--- config.mk ---
export PLATFORM = sky130hd
export DESIGN_NAME = apdly_top
export DESIGN_NICKNAME = d
export VERILOG_FILES = /design/src/inc/apdly_pkg.sv /design/src/hdl/apdly_tick.sv /design/src/hdl/apdly_step.sv /design/src/hdl/apdly_top.sv
export SDC_FILE = /design/constraint.sdc
export NUM_CORES = 1
export LEC_CHECK = 0
export ABC_AREA = 1
export BUFFER_PORTS_ARGS = -buffer_cell sky130_fd_sc_hd__buf_2
export CAP_MARGIN = 20
export CORE_ASPECT_RATIO = 0.5
export CORE_MARGIN = 5
export CORE_UTILIZATION = 51
export CTS_CLUSTER_SIZE = 8
export DETAILED_ROUTE_END_ITERATION = 7
export PLACE_DENSITY = 0.77
export SLEW_MARGIN = 20
export SYNTH_ARGS = -nofsm -noshare
export SYNTH_HDL_FRONTEND = slang
export SYNTH_SLANG_ARGS = --single-unit
--- constraint.sdc ---
create_clock -name pclk -period 2.4 [get_ports pclk]
set_input_delay 0 -clock pclk [delete_from_list [all_inputs] [get_ports pclk]]
set_output_delay 0 -clock pclk [all_outputs]
set_load 0.01 [all_outputs]
--- src/inc/apdly_pkg.sv ---
// Purpose: constants for the aperture delay adjust block
// Assumes: APB slave, 32-bit data, one word per register
// Notes:   offsets are word indices, so byte address is four times index
// Summary of operation
// - The sampling clock is inverted while the invert bit 16 is 1.
// - With calibration off, bits 15-8 set the coarse aperture delay.
// - Bits 7-0 set the fine delay, which adds to the coarse delay.
// - Without ramping a new coarse value applies within 1024 cycles.
// - With ramping the applied coarse value steps toward the target.
// - Ramp steps are one code, or four when the rate bit is 1, per 256.
// - Only coarse bits ramp, started by a coarse write with ramp on.
// - All three registers reset to zero.
// - With calibration enabled the calibrated delay is used instead.
package apdly_pkg;
  localparam logic [9:0]  IDX_DELAY     = 10'h2B5;
  localparam logic [9:0]  IDX_RAMP      = 10'h2B8;
  localparam logic [9:0]  IDX_CTRL      = 10'h2C8;
  localparam logic [11:0] ADDR_DELAY    = {IDX_DELAY, 2'h0};
  localparam logic [11:0] ADDR_RAMP     = {IDX_RAMP, 2'h0};
  localparam logic [11:0] ADDR_CTRL     = {IDX_CTRL, 2'h0};
  localparam logic [23:0] DELAY_RESET   = 24'h000000;
  localparam logic [7:0]  RAMP_RESET    = 8'h00;
  localparam int          INV_BIT       = 16;
  localparam int          COARSE_LSB    = 8;
  localparam int          FINE_LSB      = 0;
  localparam int          RAMP_EN_BIT   = 0;
  localparam int          RAMP_RATE_BIT = 1;
  localparam int          CAL_EN_BIT    = 0;
  localparam int          STEP_CYCLES   = 256;
  localparam int          APPLY_CYCLES  = 1024;
  localparam int          SETTLE_CYCLES = 16;
  localparam logic [7:0]  STEP_SLOW     = 8'h01;
  localparam logic [7:0]  STEP_FAST     = 8'h04;
  typedef enum logic [1:0] {
    APDLY_IDLE   = 2'b00,
    APDLY_SETTLE = 2'b01,
    APDLY_RAMP   = 2'b11
  } apdly_state_e;
endpackage

--- src/hdl/apdly_tick.sv ---
// Purpose: one-cycle enable pulse every PERIOD cycles
// Assumes: clear restarts the count
// Notes:   used for the ramp step rate
`timescale 1ns/1ps
module apdly_tick #(
  parameter int PERIOD = 256
) (
  // clock and reset
  input  wire logic pclk,
  input  wire logic presetn,
  // control
  input  wire logic clear,
  output logic      tick
);
  localparam int W = $clog2(PERIOD);
  typedef struct packed {
    logic [W-1:0] cnt;
    logic         tick;
  } apdly_tick_s;
  apdly_tick_s st_reg;
  apdly_tick_s st_next;

  always_comb begin
    st_next = st_reg;
    st_next.tick = 1'b0;
    if (clear) begin
      st_next.cnt = '0;
    end else if (st_reg.cnt == W'(PERIOD - 1)) begin
      st_next.cnt  = '0;
      st_next.tick = 1'b1;
    end else begin
      st_next.cnt = st_reg.cnt + W'(1);
    end
  end

  always_ff @(posedge pclk or negedge presetn) begin
    if (!presetn) begin
      st_reg <= '0;
    end else begin
      st_reg <= st_next;
    end
  end

  assign tick = st_reg.tick;
endmodule

--- src/hdl/apdly_step.sv ---
// Purpose: one bounded step of the applied coarse value toward target
// Assumes: combinational only
// Notes:   clamps the last step so the target is never overshot
`timescale 1ns/1ps
module apdly_step #(
  parameter int W = 8
) (
  // values
  input  wire logic [W-1:0] applied,
  input  wire logic [W-1:0] target,
  input  wire logic [W-1:0] step,
  output logic      [W-1:0] stepped
);
  logic [W-1:0] gap;

  always_comb begin
    stepped = applied;
    if (target > applied) begin
      gap = target - applied;
      stepped = (gap > step) ? applied + step : target;
    end else begin
      gap = applied - target;
      stepped = (gap > step) ? applied - step : target;
    end
  end
endmodule

--- src/hdl/apdly_top.sv ---
// Purpose: aperture delay adjust registers, ramp engine and delay outputs
// Assumes: APB slave, zero wait states, pclk is the sampling clock
// Notes:   calibration engine outside; its result arrives on cal_delay
`timescale 1ns/1ps
module apdly_top #(
  parameter int COARSE_W = 8,
  parameter int FINE_W   = 8
) (
  // clock and reset
  input  wire logic                pclk,
  input  wire logic                presetn,
  // apb slave
  input  wire logic                psel,
  input  wire logic                penable,
  input  wire logic                pwrite,
  input  wire logic [11:0]         paddr,
  input  wire logic [31:0]         pwdata,
  input  wire logic [3:0]          pstrb,
  output logic      [31:0]         prdata,
  output logic                     pready,
  output logic                     pslverr,
  // calibration result
  input  wire logic [16:0]         cal_delay,
  // delay outputs
  output logic                     clock_invert,
  output logic      [COARSE_W-1:0] coarse_delay,
  output logic      [FINE_W-1:0]   fine_delay,
  output logic                     ramp_busy
);
  ////////////////////////////////////////////////////////////////////////
  typedef struct packed {
    logic [23:0]           delay;
    logic [7:0]            ramp;
    logic                  cal_en;
    logic [COARSE_W-1:0]   applied;
    logic [10:0]           wait_cnt;
    apdly_pkg::apdly_state_e state;
    logic [31:0]           prdata;
    logic                  pslverr;
    logic                  clock_invert;
    logic [COARSE_W-1:0]   coarse_out;
    logic [FINE_W-1:0]     fine_out;
    logic                  busy;
  } apdly_s;

  apdly_s              st_reg;
  apdly_s              st_next;
  logic                tick;
  logic [COARSE_W-1:0] stepped;
  logic [COARSE_W-1:0] target;
  logic [COARSE_W-1:0] step;
  logic                access;
  logic                wr;

  function automatic logic hit(input logic [11:0] a);
    hit = (a == apdly_pkg::ADDR_DELAY) || (a == apdly_pkg::ADDR_RAMP)
       || (a == apdly_pkg::ADDR_CTRL);
  endfunction

  function automatic logic [7:0] merge8(input logic [7:0] old,
                                        input logic [7:0] nw,
                                        input logic en);
    merge8 = en ? nw : old;
  endfunction

  ////////////////////////////////////////////////////////////////////////
  assign access = psel && penable;
  assign wr     = access && pwrite && hit(paddr);
  assign target = st_reg.delay[apdly_pkg::COARSE_LSB +: COARSE_W];
  assign step   = st_reg.ramp[apdly_pkg::RAMP_RATE_BIT]
                ? COARSE_W'(apdly_pkg::STEP_FAST)
                : COARSE_W'(apdly_pkg::STEP_SLOW);

  apdly_tick #(
    .PERIOD (apdly_pkg::STEP_CYCLES)
  ) u_tick (
    .pclk    (pclk),
    .presetn (presetn),
    .clear   (st_reg.state != apdly_pkg::APDLY_RAMP),
    .tick    (tick)
  );

  apdly_step #(
    .W (COARSE_W)
  ) u_step (
    .applied (st_reg.applied),
    .target  (target),
    .step    (step),
    .stepped (stepped)
  );

  ////////////////////////////////////////////////////////////////////////
  always_comb begin
    logic coarse_wr;
    coarse_wr = 1'b0;
    st_next = st_reg;
    st_next.pslverr = 1'b0;
    // register writes, byte lanes honoured
    if (wr) begin
      case (paddr)
        apdly_pkg::ADDR_DELAY: begin
          st_next.delay[7:0]   = merge8(st_reg.delay[7:0], pwdata[7:0],
                                        pstrb[0]);
          st_next.delay[15:8]  = merge8(st_reg.delay[15:8], pwdata[15:8],
                                        pstrb[1]);
          st_next.delay[23:16] = merge8(st_reg.delay[23:16],
                                        pwdata[23:16], pstrb[2]);
          coarse_wr = pstrb[1];
        end
        apdly_pkg::ADDR_RAMP: begin
          st_next.ramp = merge8(st_reg.ramp, pwdata[7:0], pstrb[0]);
        end
        apdly_pkg::ADDR_CTRL: begin
          if (pstrb[0]) begin
            st_next.cal_en = pwdata[apdly_pkg::CAL_EN_BIT];
          end
        end
        default: begin
          st_next.cal_en = st_reg.cal_en;
        end
      endcase
    end
    if (access && !hit(paddr)) begin
      st_next.pslverr = 1'b1;
    end
    // read mux
    if (psel && !penable && !pwrite) begin
      case (paddr)
        apdly_pkg::ADDR_DELAY: st_next.prdata = {8'h00, st_reg.delay};
        apdly_pkg::ADDR_RAMP:  st_next.prdata = {24'h000000, st_reg.ramp};
        apdly_pkg::ADDR_CTRL:  st_next.prdata = {22'h000000, st_reg.busy,
                                 st_reg.applied, st_reg.cal_en};
        default:               st_next.prdata = 32'h00000000;
      endcase
    end
    // coarse engine
    case (st_reg.state)
      apdly_pkg::APDLY_IDLE: begin
        st_next.wait_cnt = '0;
      end
      apdly_pkg::APDLY_SETTLE: begin
        // a short settle is well inside the 1024-cycle bound
        st_next.wait_cnt = st_reg.wait_cnt + 11'h001;
        if (st_reg.wait_cnt == 11'(apdly_pkg::SETTLE_CYCLES - 1)) begin
          st_next.applied = target;
          st_next.state   = apdly_pkg::APDLY_IDLE;
        end
      end
      apdly_pkg::APDLY_RAMP: begin
        if (tick) begin
          st_next.applied = stepped;
        end
        if (st_reg.applied == target) begin
          st_next.state = apdly_pkg::APDLY_IDLE;
        end
      end
      default: begin
        st_next.state = apdly_pkg::APDLY_IDLE;
      end
    endcase
    if (coarse_wr) begin
      st_next.wait_cnt = '0;
      st_next.state = st_reg.ramp[apdly_pkg::RAMP_EN_BIT]
                    ? apdly_pkg::APDLY_RAMP
                    : apdly_pkg::APDLY_SETTLE;
    end
    st_next.busy = (st_next.state != apdly_pkg::APDLY_IDLE);
    // outputs: calibration overrides manual settings
    if (st_reg.cal_en) begin
      st_next.clock_invert = cal_delay[apdly_pkg::INV_BIT];
      st_next.coarse_out   = cal_delay[apdly_pkg::COARSE_LSB +: COARSE_W];
      st_next.fine_out     = cal_delay[apdly_pkg::FINE_LSB +: FINE_W];
    end else begin
      st_next.clock_invert = st_reg.delay[apdly_pkg::INV_BIT];
      st_next.coarse_out   = st_reg.applied;
      st_next.fine_out     =
        st_reg.delay[apdly_pkg::FINE_LSB +: FINE_W];
    end
  end

  ////////////////////////////////////////////////////////////////////////
  always_ff @(posedge pclk or negedge presetn) begin
    if (!presetn) begin
      st_reg       <= '0;
      st_reg.delay <= apdly_pkg::DELAY_RESET;
      st_reg.ramp  <= apdly_pkg::RAMP_RESET;
      st_reg.state <= apdly_pkg::APDLY_IDLE;
    end else begin
      st_reg <= st_next;
    end
  end

  assign prdata       = st_reg.prdata;
  assign pready       = 1'b1;
  assign pslverr      = st_reg.pslverr;
  assign clock_invert = st_reg.clock_invert;
  assign coarse_delay = st_reg.coarse_out;
  assign fine_delay   = st_reg.fine_out;
  assign ramp_busy    = st_reg.busy;
endmodule

==> impl_results.md, run 1 <==
* Status: complete, but fails checks
* Failing checks: setup timing
* Cell Count, Final, Fillers Out at 1165
* Post-Place Cells at 1095
* Mapped cell area at 6600 µm²
* Ports at around 120
* Hold WS at around 47 ps
* Initial drt markers at approximately 520
* Worst-Margin Slew at 750 ps
* Initial antenna violation count at 0
* CTS Buffer Depth at 2
* DP HPWL at 12.4 mm
* Final GP Congestion at between 0.9 and 1
* Max_cap viols at 0
* Final Setup Violations at 8
* Crit path arrival time at about 2900 ps
* Largest net degree at the start of global routing at 57
* Worst skew pair latency at between 300 and 400 ps
* Num CTS Buffers at 9
* Crit path launch type: flop
* CTS Sinks at 106
* CP Max Fanout at 8
* Yosys top cell area share at 40.2%
* Number of global-route vias before repair at 5700
* Initial Utilization at between 50% and 60%
* PD cells at 466 nW/µm²
* Setup_tns at -1490 ps
* Max Clk Rate at between 300 and 400 MHz
* Synth area leaders: dfrtp_1 (40%), nand2_1 (13%), buf_4 (5.7%)
* Synthesized area per cell at approximately 7.8 µm²
* Flops & latches, synth at between 100 and 150
* Antenna Cells at 0
* CTS tree: done
* Max-slew violations at 0
* Vias per cell at 5.26
* FILL cells at 1057
* Clk pin slew, worst setup/hold paths at 80 ps
* Die footprint at 15500 µm²
* Final WS setup at -221 ps
* Tot Pwr at about 0.0038 W
* Critical path type: flop to flop
* Core area at about 13000 µm²
* Slew headroom at 49.7%
* Wire per inst at 14.9 µm
* Routed WL at 17.4 mm
* Final Cell Area at 8130 µm²
* Seq/Total Area, Yosys at 40.2%
* CTS root buf: clkbuf_16
* # rows at 29
* Post-route ant nets at 0
* H-Tree Depth at 3
* Cell taking the most area after synthesis: dfrtp_1
* Post-place instance area at 7220 µm²
* Gate Count Post-Synth at 842
* Clk_skew at 12.2 ps
* Area grow syn2layout at 23.1%
* Vias at 6125
* IR drop worst, VDD at about 310 µV
* Total leakage power at 4.21 nW
* Nets at 1088
* First-pass GRT wire length at 27.8 mm
* Layout cells sized above 1 at a little under a quarter
* GRT overflow at 0
* First-pass DRT Iterations at 5
* Worst EP required at ~2700 ps
* Chip Width at 171 µm
* Yosys cell types at 48
* Final worst-path cycle share at 109%
* GRT Util Overall at a little over a fifth
* RSZ-0062 raised after global routing: yes
* Port buffer count at roughly 100
* Final Hold Violating Endpoints at 0
* Die Span Y at 90.4 µm
* Max FFs per register at between 50 and 60
* Yosys Warn Count at 0
* Hold crit path type: input pin to flop
* Worst setup EP type: flop
* Tmin final at 2620 ps
* DRC errors left at 0
-- metrics by stage --
| stage | worst slack [ps] | utilization (%) |
|---|---|---|
| 2_1_floorplan | 21.1 | - |
| 3_5_place_dp | -167 | 57.0 |
| 3_3_place_gp | -77.1 | 57.0 |
| 6_report | -221 | 64.2 |
| 5_1_grt | -357 | 64.2 |
| 4_1_cts | -139 | 63.7 |
-- worst max-delay path, stage by stage (launching register included) --
cell     delay [ps]
dfrtp_1         380
inv_2            70
ha_4            170
fa_2            380
xnor2_2         150
ha_1            300
nand2_1          60
o21ai_1          70
nand2_1          70
o21ai_2          60
nand3_2         140
nor2_4          220
nand2_4         130
nand2_1         110
nand3_1          80
nand3_1          90
nand2_1          50
nand2_1          50
-- path summary, 6_finish.rpt --
kind | from | end | slack (ps) | cells past startpoint
worst min-delay path | pstrb[0] | st_reg[72]$_DFFE_PN0P_ | 50 | 5
worst max-delay path | st_reg[64]$_DFFE_PN0P_ | st_reg[66]$_DFFE_PN0P_ | -220 | 17
worst max register to register | st_reg[64]$_DFFE_PN0P_ | st_reg[66]$_DFFE_PN0P_ | -220 | 17
max in group asynchronous | presetn | st_reg[104]$_DFFE_PN0P_ | 1400 | 3
min in group asynchronous | presetn | u_tick.st_reg[1]$_DFF_PN0_ | 220 | 2
worst min register to register | st_reg[62]$_DFFE_PN0P_ | st_reg[62]$_DFFE_PN0P_ | 470 | 1
-- final cells by class --
class	count	area [µm²]	area share (%)
Clock buffer	9	225	2.77
Timing Repair Buffer	196	1340	16.5
Inverter	103	387	4.76
Sequential cell	106	2650	32.6
Tap cell	170	213	2.62
Clock inverter	7	80.1	0.985
Multi-Input combinational cell	574	3230	39.8
-- power by group --
| group | leakage [nW] | switching (W) | internal [W] |
|---|---|---|---|
| registers | 1.44 | 0.0000348 | 0.00182 |
| clock network | 0.146 | 0.000772 | 0.000746 |
| logic | 2.62 | 0.000229 | 0.000182 |
-- layout by cell type (no fill, tap or decap), types with 11 or more instances in the layout --
cell,instances
nor3_1,17
a21oi_1,33
ha_1,24
o21ai_2,11
nand2_1,222
dlygate4sd3_1,44
dfrtp_1,106
buf_2,102
nor2_1,36
nand3_1,66
buf_4,49
o21ai_0,47
xor2_1,12
inv_1,92
-- routing by layer --
metal / global-route usage [%] / vias up / wire length [µm]
met5: 0 / - / 0
met4: 4.94 / 0 / 342
met3: 3.94 / 36 / 1320
met2: 35.0 / 232 / 7900
met1: 31.4 / 2874 / 7810
li1: - / 2983 / -
-- synthesized netlist by cell type, drive strengths merged --
cell type and n:
and2 1, o211ai 1, a22oi 3, nand3 74, nand2 233, inv 100, nand3b 1, a21boi 1
xnor2 3, a2bb2oi 1, a21oi 35, xor2 12, o31ai 7, fa 2, nor3b 2, buf 57
nor4 4, ha 26, o41ai 1, a32o 1, o21ai 62, nand4 9, mux2 8, a31oi 1
or2 2, nor2 41, clkbuf 11, o221ai 2, nor3 19, dfrtp 106, clkinv 3, a211oi 2
conb 2, o22ai 9
-- what timing repair did --
item | 4_1_cts | 5_1_grt
pin swaps | 13 | 8
setup endpoints to repair | 8 | 8
endpoints found under the hold margin | 101 | 0
resized for setup | 11 | 11
hold buffers | 44 | 0
buffers inserted | 7 | 1
gates cloned | 2 | 0
-- logic make-up after synthesis --
family          count (synthesis)  synth area share (%)
flops                         106                  40.2
buf+inv                       171                  13.1
fa+ha+maj                      28                  5.54
simple gates                  386                  26.4
other cells                     2                 0.114
compound gates                126                  11.3
mux                             8                  1.36
xor+xnor                       15                  1.99
No activity file was read; power rests on OpenSTA's default activity.
==> inputs of run 2 (changes only) <==
ABC_AREA = not set   (was 1)
CORE_UTILIZATION = 45   (was 51)
PLACE_DENSITY = 0.7   (was 0.77)
==> run 2 against run 1 <==
Against the previous run:
- the flow still finishes with violations (setup timing)
- first-iteration DRC count shrank 15%
- combinational power down 15%
- critical path depth down 4
- register-to-register slack worse by 700 ps
- largest cell class unchanged
==> impl_results.md, run 2 <==
* Status: complete, but fails checks
* Failing checks: setup timing
* Area grow syn2layout at 29.8%
* Post-synthesis async set-or-reset flop share at 100%
* Final GP Congestion at 0.966
* Wire per inst at 17.0 µm
* Clk_skew at 8.08 ps
* Worst min-delay path startpoint: paddr[5]
* Initial Utilization at 45.7%
* Chip Width at 175 µm
* Largest net degree at the start of global routing at 48
* Seq/Total Area, Yosys at 43.2%
* Post-route ant nets at 0
* FILL cells at roughly 1100
* DRC errors left at 0
* DP HPWL at 12.0 mm
* Tmin final at approximately 3300 ps
* First-pass GRT wire length at around 28 mm
* CP Max Fanout at 6
* H-Tree Depth at 3
* Hold Path Stages at 4
* Yosys top cell area share at 43.2%
* Slew headroom at 37.5%
* Layout cells sized above 1 at 33.4%
* Worst EP required at between 2000 and 3000 ps
* GRT Util Overall at a little over a fifth
* Post-place instance area at roughly 7100 µm²
* Yosys cell types at 65
* Final WS setup at -921 ps
* Worst R2R Path Depth at 13
* CTS tree: done
* Cell taking the most area after synthesis: dfrtp_1
* Final Setup Violations at 8
* Multi-input gate area at between 3000 and 4000 µm²
* Max FFs per register at 54
* Tot Pwr at ~0.0037 W
* Routed WL at 16.9 mm
* Place WS at -843 ps
* # rows at 30
* Dominant synthesized flop cell: dfrtp_1
* Worst flop-to-flop path startpoint: st_reg[89]$_DFFE_PN0P_
* Nets at a little over 900
* Initial antenna violation count at 0
* Clk pin slew, worst setup/hold paths at 70 ps
* Die Span Y at 92.6 µm
* PD cells at between 400 and 500 nW/µm²
* Crit-path slowest cell: or4b_4
* RSZ-0062 raised after global routing: yes
* Worst setup EP type: flop
* Commonest cells in the netlist: dfrtp_1 (106), nand2_1 (85), buf_4 (50)
* CTS Sinks at 106
* Worst-Margin Slew at around 940 ps
* IR drop worst, VDD at approximately 350 µV
* CTS Buffer Depth at 2
* Final worst-path cycle share at 138%
* Num CTS Buffers at 9
* Yosys Warn Count at 0
* Synthesized area per cell at between 9 and 10 µm²
* Flops & latches, synth at 106
* Mapped cell area at between 6000 and 7000 µm²
* Final Hold Violating Endpoints at 0
* Antenna Cells at 0
* Total leakage power at 3.90 nW
* Critical path type: flop to flop
* GRT overflow at 0
* WHS Endpoint: prdata[11]$_DFFE_PN0P_
* Crit path arrival time at roughly 3600 ps
* CP peak stage delay at between 500 and 600 ps
* Initial drt markers at between 400 and 500
* Max Clk Rate at 301 MHz
* Die footprint at 16200 µm²
* Ports at 122
* Number of global-route vias before repair at 5516
* Post-synth EDFFs at 0
* Synth area leaders: dfrtp_1 (43%), mux2_2 (6.6%), buf_4 (6.1%)
* Max_cap viols at 0
* FF/Latch Area at 2650 µm²
* Crit path launch type: flop
* CTS root buf: clkbuf_16
* Max-slew violations at 0
* Vias at ~5400
* Final Cell Area at between 7000 and 8000 µm²
* Setup_tns at -6740 ps
* Hold crit path type: input pin to flop
* Port buffer count at approximately 100
* Core area at 13400 µm²
* Most common cell in the netlist: dfrtp_1
* Flop2flop setup slack at -920 ps
* Vias per cell at approximately 5.5
* Crit-path cells: buf_4 > ha_4 > fa_2 > xnor2_1 > ha_2 > nand2_1 > a21boi_1 > o22ai_1 > or4b_4 > o21a_4 > a221oi_2 > nor3_1 > a221o_1
* Worst R2R End: st_reg[67]$_DFFE_PN0P_
* Most frequent cells in the layout: dfrtp_1 (105), buf_2 (102), nand2_1 (85)
* First-pass DRT Iterations at 8
* Gate Count Post-Synth at 643
* Commonest non-fill, non-tap cell in the layout: dfrtp_1
* Worst skew pair latency at approximately 360 ps
-- run 2: logic make-up after synthesis --
group / count (synthesis) / share of synthesized area [%]
buf+inv: 104 / 9.54
fa+ha+maj: 28 / 5.95
compound gates: 135 / 15.2
flops: 106 / 43.2
other cells: 2 / 0.122
xor+xnor: 15 / 2.14
mux: 39 / 7.09
simple gates: 214 / 16.7
-- run 2: routing by layer --
layer / vias up / track usage [%] / share of wire [%]
li1: 2558 / - / -
met1: 2663 / 27.3 / 43
met2: 189 / 37.0 / 50
met3: 31 / 3.75 / 5.2
met4: 0 / 6.27 / 1.8
met5: - / 0 / 0
-- run 2: power breakdown --
group	switching (W)	internal, W
logic	0.000171	0.000178
registers	0.0000559	0.00185
clock network	0.000728	0.000731
total	0.000954	0.00275
-- run 2: per-stage QoR --
step / hold slack [ps] / instances / utilization (%)
floorplan: -296 / 650 / -
global placement: 3.29 / 928 / 52.7
detailed placement: 6.54 / 928 / 52.7
CTS: 69.2 / 996 / 59.1
global route: 104 / 997 / 59.3
finish: 79.4 / 997 / 59.3
-- run 2: layout make-up --
class | instances | area share, %
Clock buffer | 10 | 2.87
Clock inverter | 6 | 0.770
Inverter | 26 | 1.23
Multi-Input combinational cell | 440 | 38.5
Sequential cell | 106 | 33.3
Tap cell | 176 | 2.76
Timing Repair Buffer | 233 | 20.6
-- run 2: worst max-delay path: cells and delay by family (launching register included) --
family                     cells  cell delay, ps
adders and majority gates      3             850
DFF                            1             430
AOI/OAI and AO/OA              5             980
xor gates and xnor gates       1             140
and+or+nand+nor                3             660
buffers and inverters          1             150
-- run 2: worst max-delay path by stage --
| stage | end | start | depth (start not counted) | slack (ps) |
|---|---|---|---|---|
| after CTS | st_reg[71]$_DFFE_PN0P_ | st_reg[89]$_DFFE_PN0P_ | 17 | -850 |
| after detailed placement | st_reg[68]$_DFFE_PN0P_ | st_reg[64]$_DFFE_PN0P_ | 13 | -840 |
| after global routing | st_reg[67]$_DFFE_PN0P_ | st_reg[89]$_DFFE_PN0P_ | 13 | -1030 |
| after global placement | st_reg[67]$_DFFE_PN0P_ | st_reg[89]$_DFFE_PN0P_ | 14 | -750 |
| final | st_reg[67]$_DFFE_PN0P_ | st_reg[89]$_DFFE_PN0P_ | 13 | -920 |
| after floorplan | st_reg[68]$_DFFE_PN0P_ | st_reg[64]$_DFFE_PN0P_ | 13 | -690 |
-- run 2: timing repair --
action | in CTS | in global routing
pin swaps | 10 | 5
hold buffers | 48 | 0
hold endpoints to repair | 89 | 0
setup endpoints to repair | 8 | 8
gates resized for setup | 16 | 4
setup buffers | 5 | 2
==> inputs of run 3 (changes only) <==
CELL_PAD_IN_SITES_DETAIL_PLACEMENT = 0   (was not set)
CELL_PAD_IN_SITES_GLOBAL_PLACEMENT = 1   (was not set)
CORE_UTILIZATION = 38   (was 45)
PLACE_DENSITY = not set   (was 0.7)
PLACE_DENSITY_LB_ADDON = 0.1   (was not set)
==> run 3 against run 2 <==
Against the previous run:
- the flow still finishes with violations (setup timing)
- global-route usage down 2.8 points
- largest power group unchanged
- non-clock buffer count up 8
- cell area up 0.88%
- highest routed layer unchanged
- clock power about the same
- final cell count up 3.6%
==> impl_results.md, run 3 (synthesized netlist as in run 2, its figures left out) <==
* DRC errors left at 0
* Setup_tns at -6190 ps
* Most frequent cells in the layout: dfrtp_1 (106), buf_2 (102), buf_4 (93)
* First-pass GRT wire length at 27.5 mm
* Post-route ant nets at 0
* CP peak stage delay at 430 ps
* Clock share of power at 39.2%
* First-pass DRT Iterations at 5
* Place WS at -866 ps
* Initial Utilization at 39.3%
* Chip Width at 190 µm
* CTS Sinks at 106
* Flop2flop setup slack at -870 ps
* Final WS setup at -869 ps
* Worst setup EP type: flop
* Hold crit path type: input pin to flop
* Final GP Congestion at approximately 0.92
* Worst EP required at 2640 ps
* # rows at 32
* Die footprint at 18900 µm²
* CTS tree: done
* Cell Count, Final, Fillers Out at between 1000 and 1500
* GRT Util Overall at between 15 and 20%
* Port buffer count at ~100
* Antenna Cells at 0
* Largest net degree at the start of global routing at 45
* Vias per cell at 5.04
* CP Max Fanout at 6
* Nets at 922
* Crit path arrival time at between 3000 and 4000 ps
* Die Span Y at 99.9 µm
* Clk pin slew, worst setup/hold paths at about 70 ps
* Final worst-path cycle share at 136%
* Routed WL at between 15 and 20 mm
* WP buf/inv at 3
* CTS root buf: clkbuf_16
* Crit-path slowest cell: dfrtp_1
* Max Clk Rate at 306 MHz
* Initial drt markers at 358
* Wire per inst at about 17 µm
* CP Depth at 15
* Total leakage power at 3.93 nW
* Number of global-route vias before repair at 5250
* CTS Buffer Depth at 2
* Worst R2R Path Depth at 15
* Gate power share at 9.3%
* Failing checks: setup timing
* Post-place instance area at 7170 µm²
* Post-Place Cells at around 970
* Cell mode on critical path: ha_2
* Final Setup Violations at 8
* Final Cell Area at 8040 µm²
* Area grow syn2layout at 30.9%
* DP HPWL at about 13 mm
* H-Tree Depth at 3
* IR drop worst, VDD at roughly 300 µV
* Status: complete, but fails checks
* Final Hold Violating Endpoints at 0
* Slew headroom at 42.4%
* PD cells at 459 nW/µm²
* Sw power at 0.000948 W
* Worst-Margin Slew at 865 ps
* Reg power frac at 51.5%
* Internal power at about 0.0027 W
* Max FFs per register at 54
* Max-slew violations at 0
* RSZ-0062 raised after global routing: yes
* Tot Pwr at around 0.0037 W
* Core area at between 15000 and 20000 µm²
* Sw Share at around 26%
* GRT overflow at 0
* Worst skew pair latency at 360 ps
* Crit-path cells: inv_2 > ha_2 > inv_1 > fa_2 > xor2_1 > ha_2 > nand2_1 > a21oi_2 > o221ai_2 > a2111oi_4 > buf_4 > a21oi_4 > a221oi_2 > nor3_2 > a221o_1
* Initial antenna violation count at 0
* Critical path type: flop to flop
* Layout cells sized above 1 at ~34%
* Clk_skew at between 7 and 8 ps
* Max_cap viols at 0
* Hold Path Stages at 4
* Commonest non-fill, non-tap cell in the layout: dfrtp_1
* Crit path launch type: flop
* Ports at 122
* Num CTS Buffers at 9
* Vias at around 5200
* Largest delay share family, worst path: compound AO/OA/AOI/OAI gates
* Tmin final at about 3300 ps
[run 3: cell types whose count changed in the layout (fill, tap and decap cells not counted), sizes merged]
cell | before | now
dlygate4sd3 | 48 | 46
clkinv | 2 | 3
buf | 185 | 195
clkinvlp | 1 | 2
inv | 29 | 27
[run 3: what timing repair did]
item	CTS	global route
buffers inserted	1	3
endpoints found under the hold margin	94	0
cloned	0	0
endpoints found under the setup margin	8	9
pin swaps	5	14
resized for setup	7	13
hold buffers	46	0
[run 3: stage by stage]
step	utilization, %	hold slack (ps)
finish	51.5	26.5
global route	51.5	46.0
CTS	50.9	13.4
detailed placement	45.9	54.3
global placement	45.9	51.9
floorplan	-	-296
[run 3: cell type report]
cell class	instances	area, µm²
Fill cell	1535	7580
Multi-Input combinational cell	440	3080
Sequential cell	106	2650
Timing Repair Buffer	241	1670
Tap cell	204	255
Clock buffer	10	229
Inverter	26	97.6
Clock inverter	6	53.8
[run 3: power by group through the flow]
stage,logic (W),registers (W),clock network [W]
6_report,0.000344,0.00190,0.00145
3_5_place_dp,0.000290,0.00193,0
5_1_grt,0.000393,0.00191,0.00156
2_1_floorplan,0.000175,0.00192,0
3_3_place_gp,0.000286,0.00193,0
4_1_cts,0.000349,0.00190,0.00149
[run 3: metal layers]
| metal | part of all wire, % | global-route usage (%) |
|---|---|---|
| met5 | 0 | 0 |
| met4 | 0.98 | 4.00 |
| met3 | 4.8 | 4.03 |
| met2 | 44 | 29.2 |
| met1 | 50 | 26.3 |
[run 3: final timing paths]
path | from | to
hold reg to reg | prdata[15]$_DFFE_PN0P_ | prdata[15]$_DFFE_PN0P_
setup / recovery | st_reg[89]$_DFFE_PN0P_ | st_reg[68]$_DFFE_PN0P_
setup reg to reg | st_reg[89]$_DFFE_PN0P_ | st_reg[68]$_DFFE_PN0P_
hold / removal | pwrite | prdata[19]$_DFFE_PN0P_
min in group asynchronous | presetn | coarse_delay[6]$_DFF_PN0_
max in group asynchronous | presetn | pslverr$_DFF_PN0_
[run 3: worst min-delay path, cell delays in order]
cell and delay, ps:
buf_2 110, nor3b_1 100, nand3_1 100, nand2_1 50
